$ cat config.mk
export PLATFORM = sky130hd
export DESIGN_NAME = priority_interrupt_scanner
export DESIGN_NICKNAME = d
export VERILOG_FILES = /design/src/irq_scan_pkg.sv /design/src/line_sync.sv /design/src/priority_interrupt_scanner.sv
export SDC_FILE = /design/constraint.sdc
export NUM_CORES = 1
export LEC_CHECK = 0
export ABC_AREA = 1
export BUFFER_PORTS_ARGS = -buffer_cell sky130_fd_sc_hd__buf_2
export CORE_AREA = 2 2 190 192
export CTS_CLUSTER_DIAMETER = 60
export DETAILED_ROUTE_END_ITERATION = 7
export DIE_AREA = 0 0 192 194
export PLACE_DENSITY = 0.57
export SLEW_MARGIN = 20
export SYNTH_ARGS = -nofsm -noshare
export SYNTH_HDL_FRONTEND = slang
export SYNTH_SLANG_ARGS = --single-unit
$ cat constraint.sdc
create_clock -name sys_clk -period 11.6 [get_ports sys_clk]
set_input_delay 1.74 -clock sys_clk [delete_from_list [all_inputs] [get_ports sys_clk]]
set_output_delay 1.74 -clock sys_clk [all_outputs]
set_load 0.02 [all_outputs]
$ cat src/irq_scan_pkg.sv
// Constants, register map and carrier types of the priority interrupt scanner.
// Assumes a 125 MHz system clock and a 15-bit core word address.
package irq_scan_pkg;

    localparam int          NUM_LINES      = 28;
    localparam int          IDX_W          = 5;
    localparam int          ADDR_W         = 15;
    localparam int          WORD_W         = 28;
    localparam int          OPC_W          = WORD_W - ADDR_W;

    // Priority position used when no line qualifies; it ranks below every real line.
    localparam logic [4:0]  LINE_NONE      = 5'h1F;
    localparam logic [4:0]  LINE_LAST      = 5'h1B;

    // Vector area: one resume/response pair per line, 56 words in all.
    localparam logic [14:0] VEC_BASE       = 15'o37400;
    localparam int          VEC_WORDS      = 56;

    // Holding register geometry.
    localparam int          HOLD_MIN_W     = 10;
    localparam int          HOLD_EXT_LO    = 4;
    localparam int          HOLD_EXT_HI    = 7;
    localparam logic [27:0] HOLD_EXT_BITS  = 28'h00000F0;

    // Lines with fixed types: elapsed time and drum end are pulse lines,
    // transfer complete and the two parity errors are level lines.
    localparam logic [27:0] FIXED_PULSE    = 28'h0000003;
    localparam logic [27:0] FIXED_LEVEL    = 28'h000001C;

    // Timing.
    localparam int          CLK_MHZ        = 125;
    localparam int          SCAN_TIME_US   = 18;
    localparam int          SCAN_LIMIT_CYC = SCAN_TIME_US * CLK_MHZ;
    localparam int          PULSE_MIN_US   = 12;
    localparam int          PULSE_MIN_CYC  = PULSE_MIN_US * CLK_MHZ;

    // APB register byte addresses.
    localparam logic [7:0]  OFS_MASK       = 8'h00;
    localparam logic [7:0]  OFS_HOLD       = 8'h04;
    localparam logic [7:0]  OFS_CTRL       = 8'h08;
    localparam logic [7:0]  OFS_STATUS     = 8'h0C;
    localparam logic [7:0]  OFS_PENDING    = 8'h10;
    localparam logic [7:0]  OFS_INSERVICE  = 8'h14;

    // Field positions and reset values.
    localparam int          CTRL_INHIBIT   = 0;
    localparam logic        CTRL_INHIBIT_RST = 1'b1;
    localparam logic [27:0] MASK_RST       = 28'h0000000;
    localparam logic [27:0] HOLD_RST       = 28'h0000000;
    localparam int          ST_ACTIVE_LSB  = 0;
    localparam int          ST_BUSY        = 5;
    localparam int          ST_REQUEST     = 6;
    localparam int          ST_BEST_LSB    = 8;

    typedef enum logic [2:0] {
        ST_IDLE = 3'b001,
        ST_SAVE = 3'b010,
        ST_JUMP = 3'b100
    } vec_state_t;

    typedef struct packed {
        logic              req;
        logic [ADDR_W-1:0] addr;
        logic [WORD_W-1:0] data;
    } mem_write_t;

    typedef struct packed {
        logic              force_fetch;
        logic [ADDR_W-1:0] addr;
    } fetch_redirect_t;

endpackage

$ cat src/line_sync.sv
// Three-stage synchroniser bank for the interrupt source pins.
// Assumes the pins are asynchronous to sys_clk; the filtered level moves
// only once the second and third stages agree.
`timescale 1ns/100ps
module line_sync #(
    parameter int WIDTH = 28
) (
    input  wire logic             sys_clk,
    input  wire logic             reset,
    input  wire logic [WIDTH-1:0] pin_in,
    output logic      [WIDTH-1:0] level_out
);
    logic [WIDTH-1:0] s1_q;
    logic [WIDTH-1:0] s2_q;
    logic [WIDTH-1:0] s3_q;
    logic [WIDTH-1:0] level_q;
    wire  [WIDTH-1:0] agree = ~(s2_q ^ s3_q);
    wire  [WIDTH-1:0] level_d = (agree & s3_q) | (~agree & level_q);

    always_ff @(posedge sys_clk or posedge reset) begin
        if (reset) begin
            s1_q    <= '0;
            s2_q    <= '0;
            s3_q    <= '0;
            level_q <= '0;
        end else begin
            s1_q    <= pin_in;
            s2_q    <= s1_q;
            s3_q    <= s2_q;
            level_q <= level_d;
        end
    end

    assign level_out = level_q;
endmodule

$ cat src/priority_interrupt_scanner.sv
// Priority interrupt scanner: scans 28 lines, latches pulse lines, masks,
// picks the highest line and vectors the processor through core memory.
// Assumes an APB master, a processor that marks instruction boundaries and
// stalls on cpu_hold, and a core memory port that acknowledges writes.
//
// Local design decisions: the placing of the registers and register access over APB.
`timescale 1ns/100ps
module priority_interrupt_scanner
    import irq_scan_pkg::*;
#(
    parameter int                        HOLD_WIDTH    = 10,
    parameter logic [27:0]               LINE_IS_PULSE = 28'h0000003,
    parameter logic [irq_scan_pkg::OPC_W-1:0] JUMP_OPCODE = 13'h0001
) (
    input  wire logic                             sys_clk,
    input  wire logic                             reset,
    input  wire logic                             psel,
    input  wire logic                             penable,
    input  wire logic                             pwrite,
    input  wire logic [7:0]                       paddr,
    input  wire logic [31:0]                      pwdata,
    output logic      [31:0]                      prdata,
    output logic                                  pready,
    output logic                                  pslverr,
    input  wire logic [irq_scan_pkg::NUM_LINES-1:0] irq_line,
    input  wire logic                             cpu_instr_done,
    input  wire logic [irq_scan_pkg::ADDR_W-1:0]  cpu_next_addr,
    output logic                                  int_request,
    output logic                                  cpu_hold,
    output irq_scan_pkg::mem_write_t              mem_wr,
    input  wire logic                             mem_wr_ack,
    output irq_scan_pkg::fetch_redirect_t         fetch,
    output logic      [3:0]                       mem_ext_sel
);
    import irq_scan_pkg::*;

    function automatic logic [4:0] first_set(input logic [27:0] v);
        logic [4:0] r;
        r = LINE_NONE;
        for (int i = NUM_LINES - 1; i >= 0; i--) begin
            if (v[i]) begin
                r = 5'(i);
            end
        end
        return r;
    endfunction

    function automatic logic [14:0] resume_addr(input logic [4:0] idx);
        return 15'(VEC_BASE + {9'h000, idx, 1'b0});
    endfunction

    // Pulse lines latch into the hold bit of the same position; positions at
    // or above the hold width and the memory-extension bits cannot latch.
    localparam logic [27:0] HOLD_WIDTH_MASK = 28'((64'h1 << HOLD_WIDTH) - 64'h1);
    localparam logic [27:0] LATCH_MAP =
        ((LINE_IS_PULSE & ~FIXED_LEVEL) | FIXED_PULSE) & HOLD_WIDTH_MASK & ~HOLD_EXT_BITS;

    logic [27:0] line_level;
    logic [27:0] line_prev_q;
    logic [27:0] mask_q;
    logic [27:0] hold_q;
    logic [27:0] hold_d;
    logic        inhibit_q;
    logic [4:0]  scan_pos_q;
    logic [27:0] scan_acc_q;
    logic [27:0] pending_q;
    logic [27:0] in_service_q;
    logic [27:0] in_service_d;
    logic [4:0]  line_q;
    logic [14:0] resume_q;
    logic [31:0] prdata_q;
    vec_state_t  state_q;
    vec_state_t  state_d;

    line_sync #(
        .WIDTH (NUM_LINES)
    ) u_sync (
        .sys_clk   (sys_clk),
        .reset     (reset),
        .pin_in    (irq_line),
        .level_out (line_level)
    );

    // Bus decode.
    wire         bus_setup   = psel && !penable;
    wire         bus_wr      = psel && penable && pwrite;
    wire         hit_mask    = paddr == OFS_MASK;
    wire         hit_hold    = paddr == OFS_HOLD;
    wire         hit_ctrl    = paddr == OFS_CTRL;
    wire         hit_status  = paddr == OFS_STATUS;
    wire         hit_pending = paddr == OFS_PENDING;
    wire         hit_insvc   = paddr == OFS_INSERVICE;
    wire         hit_any     = hit_mask | hit_hold | hit_ctrl | hit_status
                               | hit_pending | hit_insvc;

    // Pulse capture: a rising filtered level sets its hold bit.
    wire  [27:0] pulse_rise  = line_level & ~line_prev_q;
    wire  [27:0] hold_set    = pulse_rise & LATCH_MAP;
    // Write one to clear a latch bit; the extension bits take the written value.
    wire  [27:0] hold_clr    = (bus_wr && hit_hold) ? (pwdata[27:0] & LATCH_MAP) : 28'h0000000;

    // Scan source: level lines read straight from the synchroniser, pulse lines from hold.
    wire  [27:0] scan_src    = (line_level & ~LATCH_MAP) | (hold_q & LATCH_MAP);
    wire         scan_last   = scan_pos_q == LINE_LAST;

    // Selection.
    wire  [27:0] eligible    = pending_q & mask_q;
    wire  [4:0]  best_idx    = first_set(eligible);
    wire  [4:0]  active_idx  = first_set(in_service_q);
    wire         req_raw     = (best_idx < active_idx) && !inhibit_q;
    wire         accept      = (state_q == ST_IDLE) && req_raw && cpu_instr_done;
    wire         returning   = (state_q == ST_IDLE) && cpu_instr_done
                               && (active_idx != LINE_NONE)
                               && (cpu_next_addr == resume_addr(active_idx));

    always_comb begin
        hold_d = (hold_q & ~hold_clr) | hold_set;
        if (bus_wr && hit_hold) begin
            hold_d[HOLD_EXT_HI:HOLD_EXT_LO] = pwdata[HOLD_EXT_HI:HOLD_EXT_LO];
        end
        hold_d = hold_d & (HOLD_WIDTH_MASK | HOLD_EXT_BITS);
    end

    // A return is recognised by the next address matching the active resume word,
    // since the end of a response routine is otherwise invisible here.
    always_comb begin
        in_service_d = in_service_q;
        if (returning) begin
            in_service_d[active_idx] = 1'b0;
        end
        if (accept) begin
            in_service_d[best_idx] = 1'b1;
        end
    end

    always_comb begin
        case (state_q)
            ST_IDLE: state_d = accept ? ST_SAVE : ST_IDLE;
            ST_SAVE: state_d = mem_wr_ack ? ST_JUMP : ST_SAVE;
            ST_JUMP: state_d = ST_IDLE;
            default: state_d = ST_IDLE;
        endcase
    end

    // Read data is captured in the setup cycle so that it comes from a flip-flop.
    wire  [31:0] rd_mux =
        hit_mask    ? {4'h0, mask_q} :
        hit_hold    ? {4'h0, hold_q} :
        hit_ctrl    ? {31'h00000000, inhibit_q} :
        hit_status  ? {19'h00000, best_idx, 1'b0, req_raw, active_idx != LINE_NONE,
                       active_idx} :
        hit_pending ? {4'h0, pending_q} :
        hit_insvc   ? {4'h0, in_service_q} : 32'h00000000;

    always_ff @(posedge sys_clk or posedge reset) begin
        if (reset) begin
            mask_q    <= MASK_RST;
            hold_q    <= HOLD_RST;
            inhibit_q <= CTRL_INHIBIT_RST;
        end else begin
            if (bus_wr && hit_mask) begin
                mask_q <= pwdata[27:0];
            end
            if (bus_wr && hit_ctrl) begin
                inhibit_q <= pwdata[CTRL_INHIBIT];
            end
            hold_q <= hold_d;
        end
    end

    // One position per clock; a full pass takes 28 cycles, far inside the limit.
    // Pending lags a source by up to two passes, so a level source dropped by its
    // routine should stay low for two passes before the routine returns.
    always_ff @(posedge sys_clk or posedge reset) begin
        if (reset) begin
            scan_pos_q <= 5'h00;
            scan_acc_q <= 28'h0000000;
            pending_q  <= 28'h0000000;
        end else begin
            scan_pos_q <= scan_last ? 5'h00 : 5'(scan_pos_q + 5'h01);
            if (scan_last) begin
                pending_q  <= scan_acc_q | (scan_src & (28'h0000001 << LINE_LAST));
                scan_acc_q <= 28'h0000000;
            end else begin
                scan_acc_q <= scan_acc_q | (scan_src & (28'h0000001 << scan_pos_q));
            end
        end
    end

    always_ff @(posedge sys_clk or posedge reset) begin
        if (reset) begin
            state_q      <= ST_IDLE;
            in_service_q <= 28'h0000000;
            line_q       <= LINE_NONE;
            resume_q     <= 15'h0000;
            line_prev_q  <= 28'h0000000;
            prdata_q     <= 32'h00000000;
        end else begin
            state_q      <= state_d;
            in_service_q <= in_service_d;
            line_prev_q  <= line_level;
            if (accept) begin
                line_q   <= best_idx;
                resume_q <= cpu_next_addr;
            end
            if (bus_setup) begin
                prdata_q <= rd_mux;
            end
        end
    end

    // Every register answers at once, so no wait state is ever inserted.
    assign prdata            = prdata_q;
    assign pready            = 1'b1;
    assign pslverr           = psel && penable && !hit_any;
    assign int_request       = req_raw;
    assign cpu_hold          = state_q != ST_IDLE;
    assign mem_wr.req        = state_q == ST_SAVE;
    assign mem_wr.addr       = resume_addr(line_q);
    assign mem_wr.data       = {JUMP_OPCODE, resume_q};
    assign fetch.force_fetch = state_q == ST_JUMP;
    assign fetch.addr        = 15'(resume_addr(line_q) + 15'h0001);
    assign mem_ext_sel       = hold_q[HOLD_EXT_HI:HOLD_EXT_LO];

    // Fixed-type reserved lines: first two pulse, next three level.
    wire [27:0] fixed_check = LATCH_MAP & (FIXED_PULSE | FIXED_LEVEL);
endmodule

## Word level (Yosys, flattened, before mapping)

Cells that the tools add are included.

| operators by class | value |
|---|---|
| reductions and logical operators | 19 |
| bitwise operators | 24 |
| shift-type cells | 1 |
| add/subtract/negate cells | 4 |
| eq/ne operators | 12 |
| mux-type cells | 75 |
| order comparisons | 5 |

Operator list:

| operator | number |
|---|---|
| 28-bit two-way mux | 9 |
| 5-bit two-way mux | 50 |
| 28-bit AND | 5 |
| 28-bit OR | 4 |
| 28-bit inverter | 3 |
| 14-bit by 6-bit adder with 15-bit output, first input constant | 2 |
| 28-bit by 2-bit OR with 28-bit output | 1 |
| 1-bit by 5-bit left shift with 28-bit output, first input constant | 1 |
| 28-bit bitwise XOR | 1 |
| 3-bit two-way mux | 6 |
| 8-bit by 4-bit equality test with 1-bit output, second input constant | 2 |
| 8-bit by 5-bit equality test with 1-bit output, second input constant | 2 |
| 15-bit by 1-bit adder with 15-bit output, second input constant | 1 |
| 15-bit equality test | 1 |
| 1-bit logical AND | 15 |
| 5-bit by 6-bit less-than comparator with 1-bit output, second input constant | 2 |
| 4-bit two-way mux | 3 |
| 10-bit AND | 1 |
| 1-bit demux with 5-bit select | 2 |
| 5-bit by 1-bit >= comparator with 1-bit output, second input constant | 2 |
| 2-bit inverter with 10-bit output | 1 |
| 10-bit by 2-bit OR with 10-bit output | 1 |
| 8-bit by 3-bit equality test with 1-bit output, second input constant | 1 |
| 8-bit logical NOT | 1 |
| other kinds (15) | 23 |

| word-level totals | value |
|---|---|
| logic and storage cells | 156 |
| output and inout bits | 100 |
| register bits | 297 |
| input port bits | 90 |

## Depth between registers and ports, before layout

Gate-level depths: netlist (run 1).

| logic depth | value |
|---|---|
| depth after elaboration | 37 |
| depth in mapped cells | 34 |
| mapped depth without buffers | 34 |

## Cells and area by module

Synthesis (run 1) repeated with hierarchy kept, for this count alone.

| unflattened totals | value |
|---|---|
| cells, all modules | 1,332 |
| area, all modules | 12,502.0 um2 |

By module, submodules not included:

| module | times used | area an instance (um2) | cells an instance | sequential area each (um2) |
|---|---|---|---|---|
| priority_interrupt_scanner | 1 | 9,240.1 | 1,107 | 4,438.0 |
| line_sync | 1 | 3,261.9 | 225 | 2,802.7 |

## Worst setup path after synthesis (run 1)

Ideal clock, no wire load.

| timing | value |
|---|---|
| path kind | input to output |
| start point | input paddr[7] |
| end point | output pslverr |
| cell stages on the path | 7 |
| setup slack | 6,685 ps |
| path buffers | 1 |
| arrival | 3,175 ps |
| data required time | 9,860 ps |
| path through | nor3_1 inv_1 nor2_1 inv_1 nor4_1 clkbuf_1 nor3_1 |

| between the ends | value |
|---|---|
| longest elaborated chain between the ends | 8 |
| elaborated cells on any way between the ends | 13 |
| those cells by class | eq/ne (5); bitwise (5); reduce/logical (3) |

RTL lines:

| what | line | source |
|---|---|---|
| start: declaration | priority_interrupt_scanner.sv:20 | `input wire logic [7:0] paddr,` |
| 8-bit by 3-bit equality test with 1-bit output or 8-bit logical NOT (tied branches) | priority_interrupt_scanner.sv:88, priority_interrupt_scanner.sv:87 |  |
| 1-bit OR (3 in series) | priority_interrupt_scanner.sv:93 | `wire hit_any = hit_mask \| hit_hold \| hit_ctrl \| hit_status` |
| 1-bit OR | priority_interrupt_scanner.sv:94 | `\| hit_pending \| hit_insvc;` |
| 1-bit OR * | priority_interrupt_scanner.sv:94 |  |
| 1-bit logical NOT * | priority_interrupt_scanner.sv:215 | `assign pslverr = psel && penable && !hit_any;` |
| 1-bit logical AND * | priority_interrupt_scanner.sv:215 |  |
| end: declaration | priority_interrupt_scanner.sv:24 | `output logic pslverr,` |

Mark *: on every way between the ends. The rest lies on a longest branch, timed or not.

## Worst setup path in the final report (run 1)

| timing | value |
|---|---|
| start point | register mask_q[0] |
| end point | output int_request |

| between the ends | value |
|---|---|
| longest elaborated chain between the ends | 4 |

RTL lines:

| what | line | source |
|---|---|---|
| start: declaration | priority_interrupt_scanner.sv:60 | `logic [27:0] mask_q;` |
| start signal: assignment | priority_interrupt_scanner.sv:162 | `mask_q <= pwdata[27:0];` |
| 28-bit AND | priority_interrupt_scanner.sv:107 | `wire [27:0] eligible = pending_q & mask_q;` |
| 5-bit two-way mux | priority_interrupt_scanner.sv:41 | `if (v[i]) begin` |
| net best_idx[2] | priority_interrupt_scanner.sv:108 | `wire [4:0] best_idx = first_set(eligible);` |
| 5-bit less-than comparator | priority_interrupt_scanner.sv:110 | `wire req_raw = (best_idx < active_idx) && !inhibit_q;` |
| 1-bit logical AND | priority_interrupt_scanner.sv:110 |  |
| end: declaration | priority_interrupt_scanner.sv:28 | `output logic int_request,` |

The timed path passes the listed nets, and every way through them passes these cells.

==> results of run 1 <==
==> where the power goes <==
part / total, mW / internal, mW / switching [mW]
registers: 1.14 / 1.09 / 0.0438
clock network: 1.17 / 0.720 / 0.446
logic: 0.270 / 0.0854 / 0.184
==> worst max-delay path: cells and delay by family (launching register included) <==
family          cells  cell delay [ns]
compound gates      4             2.02
fa+ha+maj           1             0.38
buf+inv             2             0.41
flops               1             0.41
simple gates        4             0.60
==> sequential cells by signal, summed over array words and instances, names as in the netlist, named ones only <==
signal / cells
hold_q: 6
pending_q: 28
line_prev_q: 2
u_sync.s3_q: 28
resume_q: 15
mask_q: 28
prdata: 28
in_service_q: 28
inhibit_q: 1
u_sync.s2_q: 28
scan_acc_q: 28
state_q: 3
line_q: 5
scan_pos_q: 5
u_sync.s1_q: 28
==> metal layers <==
layer / wire length, um / share of wire, %
met1: 13800 / 44
met2: 14800 / 48
met3: 1570 / 5.1
met4: 944 / 3.0
met5: 0 / 0
==> logic make-up (layout without fill, tap and decap cells) <==
kind of cell,after synthesis,count (layout)
flip-flops,289,289
AND/OR/NAND/NOR,448,448
multiplexers,22,22
XOR/XNOR,2,2
AO/OA/AOI/OAI,244,244
buffers and inverters,222,359
adder cells (fa/ha/maj),38,38
other,2,38
==> synthesized netlist by cell type (all sizes together) (7+ instances only) <==
master / instances / area (um^2)
nand2: 285 / 1080
dfrtp: 282 / 7060
o21ai: 139 / 786
inv: 138 / 518
nor2: 104 / 390
buf: 56 / 424
a21oi: 42 / 214
nand3: 34 / 183
maj3: 28 / 280
clkbuf: 27 / 113
a31oi: 23 / 144
mux2: 22 / 248
o22ai: 22 / 138
nor3: 17 / 85.1
ha: 10 / 125
a221oi: 7 / 61.3
dfstp: 7 / 184
==> layout make-up <==
cell class	count	area (um^2)
Fill cell	3505	20700
Sequential cell	289	7240
Multi-Input combinational cell	792	4070
Clock buffer	51	1070
Timing Repair Buffer	154	801
Tap cell	461	577
Inverter	139	529
Clock inverter	15	201
==> path summary, 6_finish.rpt <==
kind / endpoint / slack (ns) / cells past startpoint
setup / recovery: int_request / 5.53 / 11
hold / removal: u_sync.s2_q[7] / 0.33 / 0
setup reg to reg: in_service_q[24] / 7.04 / 11
hold reg to reg: u_sync.s2_q[7] / 0.33 / 0
max in group asynchronous: u_sync.s1_q[17] / 8.82 / 3
min in group asynchronous: prdata[12] / 1.34 / 2
==> stage by stage <==
| step | cell area, um^2 | instances |
|---|---|---|
| floorplan | 12400 | 1303 |
| finish | 14500 | 1901 |
| detailed placement | 13200 | 1835 |
| global placement | 13200 | 1835 |
| CTS | 14500 | 1901 |
| global route | 14500 | 1901 |
==> metrics.cfg, run 1 <==
[timing]
finalHoldViolCount=0
fmax_mhz=165
period_share_pct=52.3
max_slew_margin_pct=26.8
period_minus_slack_ns=6.07
rsz0062_at_grt=no
final.setup_skew_ns=0.0179
setup_viol=0
slew_violations=0
fin_ws_ns=5.53
finalSetupTns_ns=0
worst_pin_slew_ns=1.10
holdWs_ns=0.334

[cts]
cts_sinks=289
cts_tree=done
hold_buffers=0
cts_root_buf=clkbuf_16
post_cts_resized=0
clkTransAtPathRegs_ns=0.06
cts_buffers=36
clk_latency_ns=0.52
htreeDepth=2
cts_buffer_depth=3
post_cts_buffers=0

[worst_setup_path]
reg2reg_from=mask_q[0]
worstPathRequired_ns=9.86
worstPathCellList=nand2_1 > nand2_1 > nor2_1 > inv_1 > a21oi_1 > ha_1 > a21oi_1 > nor2_1 > a2111oi_0 > a21boi_2 > buf_2
end_kind=primary output
path_max_fanout=8
crit_arrival_ns=4.33
critPathKind=reg2out
startpoint=mask_q[0]
worst_path_largest_cell_delay_ns=0.79
startpoint_type=register
cp_slowest_cell=a2111oi_0

[yosys]
synth_xor_xnor_area_share_pct=0.143
ys_ff_latch=289
synth_top_family_by_area=simple AND/OR/NAND/NOR gates
synthArstFlopShare_pct=100
synth-simple-area-share_pct=14.7
synth_area_mm2=0.0122
synth-edff-count=0
synth_compound_area_share_pct=11.8
syn_inst=1267
yosysWarnings=0
synthMuxAreaShare_pct=2.03
syn_avg_cell_area_um2=9.65
synth_cell_types=41
post_synth_fa_ha_maj_area_fraction_pct=3.32
yosysSeqAreaShare_pct=59.2
synthFlopType=dfrtp_1

[power_and_ir_drop]
peakVddDrop_mv=0.116
p_leak_nw=7.12
p_total_mw=2.57
power_density_mw_per_mm2=178

[floorplanning]
dieArea_mm2=0.0372
die_h_um=194
die_w_um=192
core_area_mm2=0.0352
rows=69
io_pins=190
initial_core_util_pct=34.7

[route]
drt_first_iter_violations=484
wl_per_cell_um=16.3
routed_via_density=4.73
drc_errors=0
firstDrtPassIters=5
antenna_left=0
routed_wl_um=31100
num_vias=8997

[global_route]
grt_util_met2_pct=27.0
grt_most_used_layer=met2
grt_max_degree=188
use_met3_pct=2.70
grt.met1_usage_pct=22.8
grt_pass1_wl_um=49100
grt_remaining_overflow=0
grt_pass1_vias=8854
track_usage_pct=16.7
antenna_found_initial=0

[hold_path]
min-delay-start=u_sync.s1_q[7]
hp-class=reg2reg

[placement]
hpwlAfterDp_um=21600
pre_cts_slack_ns=6.05
gp_congestion=0.863
portBuffers=147

[run_status]
status=completed

[flow_run]
maxCapViolations=0

[layout]
layout-drive-gt1-share_pct=19.5
fin_nets=1512
diodes=0
final_cell_mix=dfrtp_1 (282), nand2_1 (280), buf_2 (147)
post-route-util_pct=41.1
syn2layout_area_growth_pct=18.5
final_common_cell=dfrtp_1

Note: power is estimated with default switching activity, not from simulation.
==> run 2: changes to the inputs <==
==> constraint.sdc (replaced) <==
create_clock -name sys_clk -period 6.3 [get_ports sys_clk]
set_input_delay 0.945 -clock sys_clk [delete_from_list [all_inputs] [get_ports sys_clk]]
set_output_delay 0.945 -clock sys_clk [all_outputs]
set_load 0.02 [all_outputs]
==> run 2 against run 1 <==
  * Count of clock-buffer cells in the layout fell by 6
  * Final cell count unchanged
  * Sequential power rose by 83%
  * Register-to-register slack worse by 5.3 ns
  * Routed wire length decreased by 0.63%
  * Global-route usage grew 0.12 points
  * Die area is the same
  * Combinational power up 85%
  * Via count shrank 0.58%
==> metrics.cfg, run 2 (synthesis gave the netlist of run 1 again) <==
[run_status]
status=completed  ; unchanged

[global_route]
track_usage_pct=16.8  ; was 16.7%
antenna_found_initial=0  ; unchanged
grt_max_degree=197  ; was 188
grt_pass1_vias=8862  ; was 8854
grt_remaining_overflow=0  ; unchanged
grt_pass1_wl_um=49100  ; about the same

[layout]
final_common_cell=dfrtp_1  ; unchanged
layout-drive-gt1-share_pct=19.4  ; was 19.5%
diodes=0  ; unchanged
fin_nets=1514  ; was 1512
syn2layout_area_growth_pct=18.2  ; was 18.5%
stdcell_count=1901  ; unchanged
final_cell_mix=dfrtp_1 (282), nand2_1 (280), buf_2 (147)  ; unchanged
fillers=3481  ; was 3505

[worst_setup_path]
path_max_fanout=8  ; unchanged
worstPathCellList=nand2_1 > nand2_1 > nor2_1 > inv_1 > a21oi_1 > ha_1 > a21oi_1 > nor2_1 > a2111oi_0 > a21boi_2 > buf_2  ; unchanged
crit_arrival_ns=4.31  ; was 4.33 ns
worst_path_largest_cell_delay_ns=0.79  ; about the same
worstPathRequired_ns=5.35  ; was 9.86 ns
critPathKind=reg2out  ; unchanged
startpoint_type=register  ; unchanged
cp_slowest_cell=a2111oi_0  ; unchanged
end_kind=primary output  ; unchanged

[floorplanning]
die_w_um=192  ; unchanged
dieArea_mm2=0.0372  ; unchanged
die_h_um=194  ; unchanged
io_pins=190  ; unchanged
initial_core_util_pct=34.7  ; unchanged
core_area_mm2=0.0352  ; unchanged
rows=69  ; unchanged

[power_and_ir_drop]
switching_share_pct=26.3  ; was 26.2%
p_seq_share_pct=45.2  ; was 44.2%
clkPwrFrac_pct=44.0  ; was 45.3%
p_leak_nw=7.08  ; was 7.12 nW
peakVddDrop_mv=0.208  ; was 0.116 mV
power.internal_mw=3.41  ; was 1.90 mW
combPwrFrac_pct=10.8  ; was 10.5%
power_density_mw_per_mm2=321  ; was 178 mW/mm^2
switching_power_mw=1.22  ; was 674 uW

[timing]
max_slew_margin_pct=29.3  ; was 26.8%
slew_violations=0  ; unchanged
finalHoldViolCount=0  ; unchanged
holdWs_ns=0.344  ; was 0.334 ns
period_share_pct=83.3
period_minus_slack_ns=5.25
fin_ws_ns=1.05  ; was 5.53 ns
fmax_mhz=190
setup_viol=0  ; unchanged
rsz0062_at_grt=no  ; unchanged
finalSetupTns_ns=0  ; unchanged
worst_pin_slew_ns=1.03  ; was 1.10 ns
final.setup_skew_ns=0.0123  ; was 0.0179 ns

[cts]
cts_sinks=289  ; unchanged
cts_tree=done  ; unchanged
hold_buffers=0  ; unchanged
clkTransAtPathRegs_ns=0.06  ; about the same
htreeDepth=2  ; unchanged
clk_latency_ns=0.52  ; about the same
post_cts_buffers=0  ; unchanged
post_cts_resized=0  ; unchanged
cts_root_buf=clkbuf_16  ; unchanged
cts_buffers=35  ; was 36
cts_buffer_depth=3  ; unchanged

[placement]
pre_cts_slack_ns=1.63  ; was 6.05 ns
hpwlAfterDp_um=21800  ; was 21600 um
portBuffers=147  ; unchanged
gp_congestion=0.857  ; was 0.863
dp_cells=1837  ; was 1835

[hold_path]
hp-class=reg2reg  ; unchanged

[route]
drt_first_iter_violations=562  ; was 484
routed_wl_um=30900  ; was 31100 um
num_vias=8945  ; was 8997
firstDrtPassIters=5  ; unchanged
routed_via_density=4.71  ; was 4.73
antenna_left=0  ; unchanged
wl_per_cell_um=16.2  ; was 16.3 um
drc_errors=0  ; unchanged

[flow_run]
maxCapViolations=0  ; unchanged

[run 2: changes by cell type in the layout (fill, tap and decap cells not counted), sizes merged]
cell      before  now
buf          154  157
bufinv         3    4
clkbuf        51   45
clkinv         7   10
clkinvlp       2    3
inv          142  140
[run 2: area by class of cell]
cell class                      instances  area [um^2]  area share [%]
Sequential cell                       289         7240            50.1
Multi-Input combinational cell        792         4080            28.2
Clock buffer                           45          943            6.53
Timing Repair Buffer                  157          843            5.84
Tap cell                              461          577            3.99
Inverter                              139          526            3.64
Clock inverter                         18          240            1.66
[run 2: worst max-delay path: cells and delay by family (launching register included)]
| family | cells | cell delay, ns |
|---|---|---|
| DFF | 1 | 0.41 |
| adders and majority gates | 1 | 0.37 |
| AOI/OAI and AO/OA | 4 | 2.04 |
| buffers and inverters | 2 | 0.39 |
| and+or+nand+nor | 4 | 0.58 |
[run 2: path summary, 6_finish.rpt]
kind / to / start / depth (start not counted) / slack [ns]
worst min-delay path: u_sync.s2_q[22] / u_sync.s1_q[22] / 0 / 0.34
worst min register to register: u_sync.s2_q[22] / u_sync.s1_q[22] / 0 / 0.34
worst max-delay path: int_request / mask_q[0] / 11 / 1.05
min in group asynchronous: in_service_q[25] / reset / 3 / 0.55
worst max register to register: in_service_q[4] / mask_q[0] / 11 / 1.77
max in group asynchronous: u_sync.s3_q[3] / reset / 4 / 4.71
[run 2: power by group through the flow]
| stage | Clock (mW) | Sequential (mW) | Combinational [mW] |
|---|---|---|---|
| after floorplan | 0 | 2.19 | 0.293 |
| after global placement | 0 | 2.12 | 0.497 |
| after detailed placement | 0 | 2.13 | 0.503 |
| after CTS | 2.10 | 2.10 | 0.504 |
| after global routing | 2.17 | 2.11 | 0.559 |
| final | 2.04 | 2.09 | 0.499 |
[run 2: layer usage]
layer	vias to the layer above	share of wire (%)	GRT usage (%)
li1	4358	-	-
met1	4289	45	23.5
met2	233	47	26.9
met3	65	4.6	2.43
met4	0	3.1	5.65
met5	-	0	0
[run 2: stage by stage]
stage / util [%] / instance area, um^2 / total power, mW
floorplan: - / 12400 / 2.48
global placement: 37.6 / 13200 / 2.62
detailed placement: 37.6 / 13200 / 2.63
CTS: 40.9 / 14400 / 4.70
global route: 41.0 / 14400 / 4.85
finish: 41.0 / 14400 / 4.63
==> run 3: changes to the inputs <==
==> constraint.sdc (replaced) <==
create_clock -name sys_clk -period 5 [get_ports sys_clk]
set_input_delay 0.75 -clock sys_clk [delete_from_list [all_inputs] [get_ports sys_clk]]
set_output_delay 0.75 -clock sys_clk [all_outputs]
set_load 0.02 [all_outputs]
==> run 3 against run 2 <==
  * Die area stayed put
  * Routed wire length is 1.7% higher
  * Count of clock-buffer cells in the layout is 5 higher
  * Power is 26% higher
  * Register-to-register slack worse by 0.69 ns
  * Utilization is 0.12 points higher
  * Critical endpoint unchanged
  * Clock power is 27% higher
  * Clock skew is 0.0077 ns higher
  * Combinational power is 26% higher
==> metrics.cfg, run 3 (synthesis gave the netlist of run 1 again) <==
[cts]
cts_tree=done  ; unchanged
clk_latency_ns=0.52  ; about the same
clkTransAtPathRegs_ns=0.05  ; was 0.06 ns
cts_buffers=37  ; was 35
post_cts_resized=0  ; unchanged
cts_buffer_depth=3  ; unchanged
cts_root_buf=clkbuf_16  ; unchanged
htreeDepth=2  ; unchanged
hold_buffers=0  ; unchanged
post_cts_buffers=0  ; unchanged
cts_sinks=289  ; unchanged

[flow_run]
maxCapViolations=0  ; unchanged

[layout]
diodes=0  ; unchanged
seqCellArea_mm2=0.00724  ; unchanged
final_common_cell=dfrtp_1  ; unchanged
multi_input_area_mm2=0.00407  ; was 0.00408 mm^2
layout-drive-gt1-share_pct=20.0  ; was 19.4%
fin_nets=1521  ; was 1514
fillers=3529  ; was 3481
stdcell_count=1911  ; was 1901
final_cell_mix=dfrtp_1 (282), nand2_1 (280), buf_2 (147)  ; unchanged
syn2layout_area_growth_pct=18.5  ; was 18.2%

[hold_path]
hp-class=in2async  ; was reg2reg

[global_route]
track_usage_pct=17.0  ; was 16.8%
grt_max_degree=167  ; was 197
grt_pass1_vias=8973  ; was 8862
grt_pass1_wl_um=49500  ; was 49100 um
grt_remaining_overflow=0  ; unchanged
antenna_found_initial=0  ; unchanged

[timing]
setup_viol=0  ; unchanged
period_share_pct=88.7
worst_pin_slew_ns=0.989  ; was 1.03 ns
rsz0062_at_grt=no  ; unchanged
finalHoldViolCount=0  ; unchanged
max_slew_margin_pct=34.1  ; was 29.3%
final.setup_skew_ns=0.0200  ; was 0.0123 ns
finalSetupTns_ns=0  ; unchanged
period_minus_slack_ns=4.43
slew_violations=0  ; unchanged
fmax_mhz=225

[worst_setup_path]
rr_worst_depth=14  ; was 11
startpoint_type=register  ; unchanged
path_max_fanout=8  ; unchanged
worstPathRequired_ns=4.25  ; was 5.35 ns
crit_arrival_ns=3.68  ; was 4.31 ns
reg2reg_from=in_service_q[5]  ; was mask_q[0]
end_kind=primary output  ; unchanged
rrSetupSlack_ns=1.08  ; was 1.77 ns
worstReg2RegEnd=in_service_q[26]  ; was in_service_q[4]
critPathKind=reg2out  ; unchanged

[floorplanning]
dieArea_mm2=0.0372  ; unchanged
initial_core_util_pct=34.7  ; unchanged
die_h_um=194  ; unchanged
rows=69  ; unchanged
io_pins=190  ; unchanged
die_w_um=192  ; unchanged
core_area_mm2=0.0352  ; unchanged

[placement]
dp_cells=1843  ; was 1837
gp_congestion=0.834  ; was 0.857
hpwlAfterDp_um=22200  ; was 21800 um
portBuffers=147  ; unchanged

[route]
drt_first_iter_violations=517  ; was 562
routed_via_density=4.69  ; was 4.71
firstDrtPassIters=5  ; unchanged
drc_errors=0  ; unchanged
antenna_left=0  ; unchanged
routed_wl_um=31400  ; was 30900 um
wl_per_cell_um=16.4  ; was 16.2 um
num_vias=8956  ; was 8945

[power_and_ir_drop]
p_leak_nw=7.11  ; was 7.08 nW
peakVddDrop_mv=0.248  ; was 0.208 mV
power_density_mw_per_mm2=405  ; was 321 mW/mm^2

[run_status]
status=completed  ; unchanged

[run 3: critical path: stages (launching register included)]
cell       delay (ns)
dfrtp_1          0.40
nor2_1           0.21
nand2_1          0.13
nor2_1           0.14
inv_1            0.07
nor2_1           0.40
inv_1            0.25
ha_1             0.35
nand2_1          0.09
nor2_1           0.05
a2111oi_0        0.30
buf_4            0.20
a21boi_2         0.35
buf_2            0.24
[run 3: power by group]
part	switching [mW]	total, mW	internal [mW]	leakage (nW)
clock network	1.05	2.59	1.54	0.588
registers	0.106	2.64	2.54	3.58
logic	0.426	0.628	0.202	2.95
[run 3: per-stage QoR]
step | power (mW) | area, um^2 | utilization (%) | hold WS [ns] | worst slack (ns)
final | 5.86 | 14500 | 41.1 | 0.196 | 0.565
after global routing | 6.13 | 14500 | 41.1 | 0.197 | 0.279
after CTS | 5.94 | 14500 | 41.1 | 0.194 | 0.541
after detailed placement | 3.32 | 13300 | 37.7 | 0.335 | 1.11
after global placement | 3.30 | 13300 | 37.7 | 0.335 | 1.11
after floorplan | 3.12 | 12400 | - | 0.331 | 0.423
[run 3: layout make-up]
type                    count  area share, %
flip-flops and latches    289           50.0
clock buffers              50           7.21
multi-input cells         792           28.1
well taps                 461           3.98
clock inverters            18           1.17
repair buffers            162           5.94
inverters                 139           3.63
[run 3: worst max-delay path by stage]
stage | start | endpoint | slack, ns | cells past startpoint
floorplan | reset | asynchronous set/reset pin | 0.42 | 1
global placement | in_service_q[5] | in_service_q[5] | 1.11 | 14
detailed placement | in_service_q[5] | in_service_q[5] | 1.11 | 14
CTS | in_service_q[5] | int_request | 0.54 | 13
global route | mask_q[24] | int_request | 0.28 | 18
finish | in_service_q[5] | int_request | 0.57 | 13
[run 3: layer usage]
metal	part of all wire [%]	track usage (%)	vias to the layer above
li1	-	-	4365
met1	45	23.4	4297
met2	47	27.4	232
met3	5.1	3.11	62
met4	2.6	5.03	0
met5	0	0	-
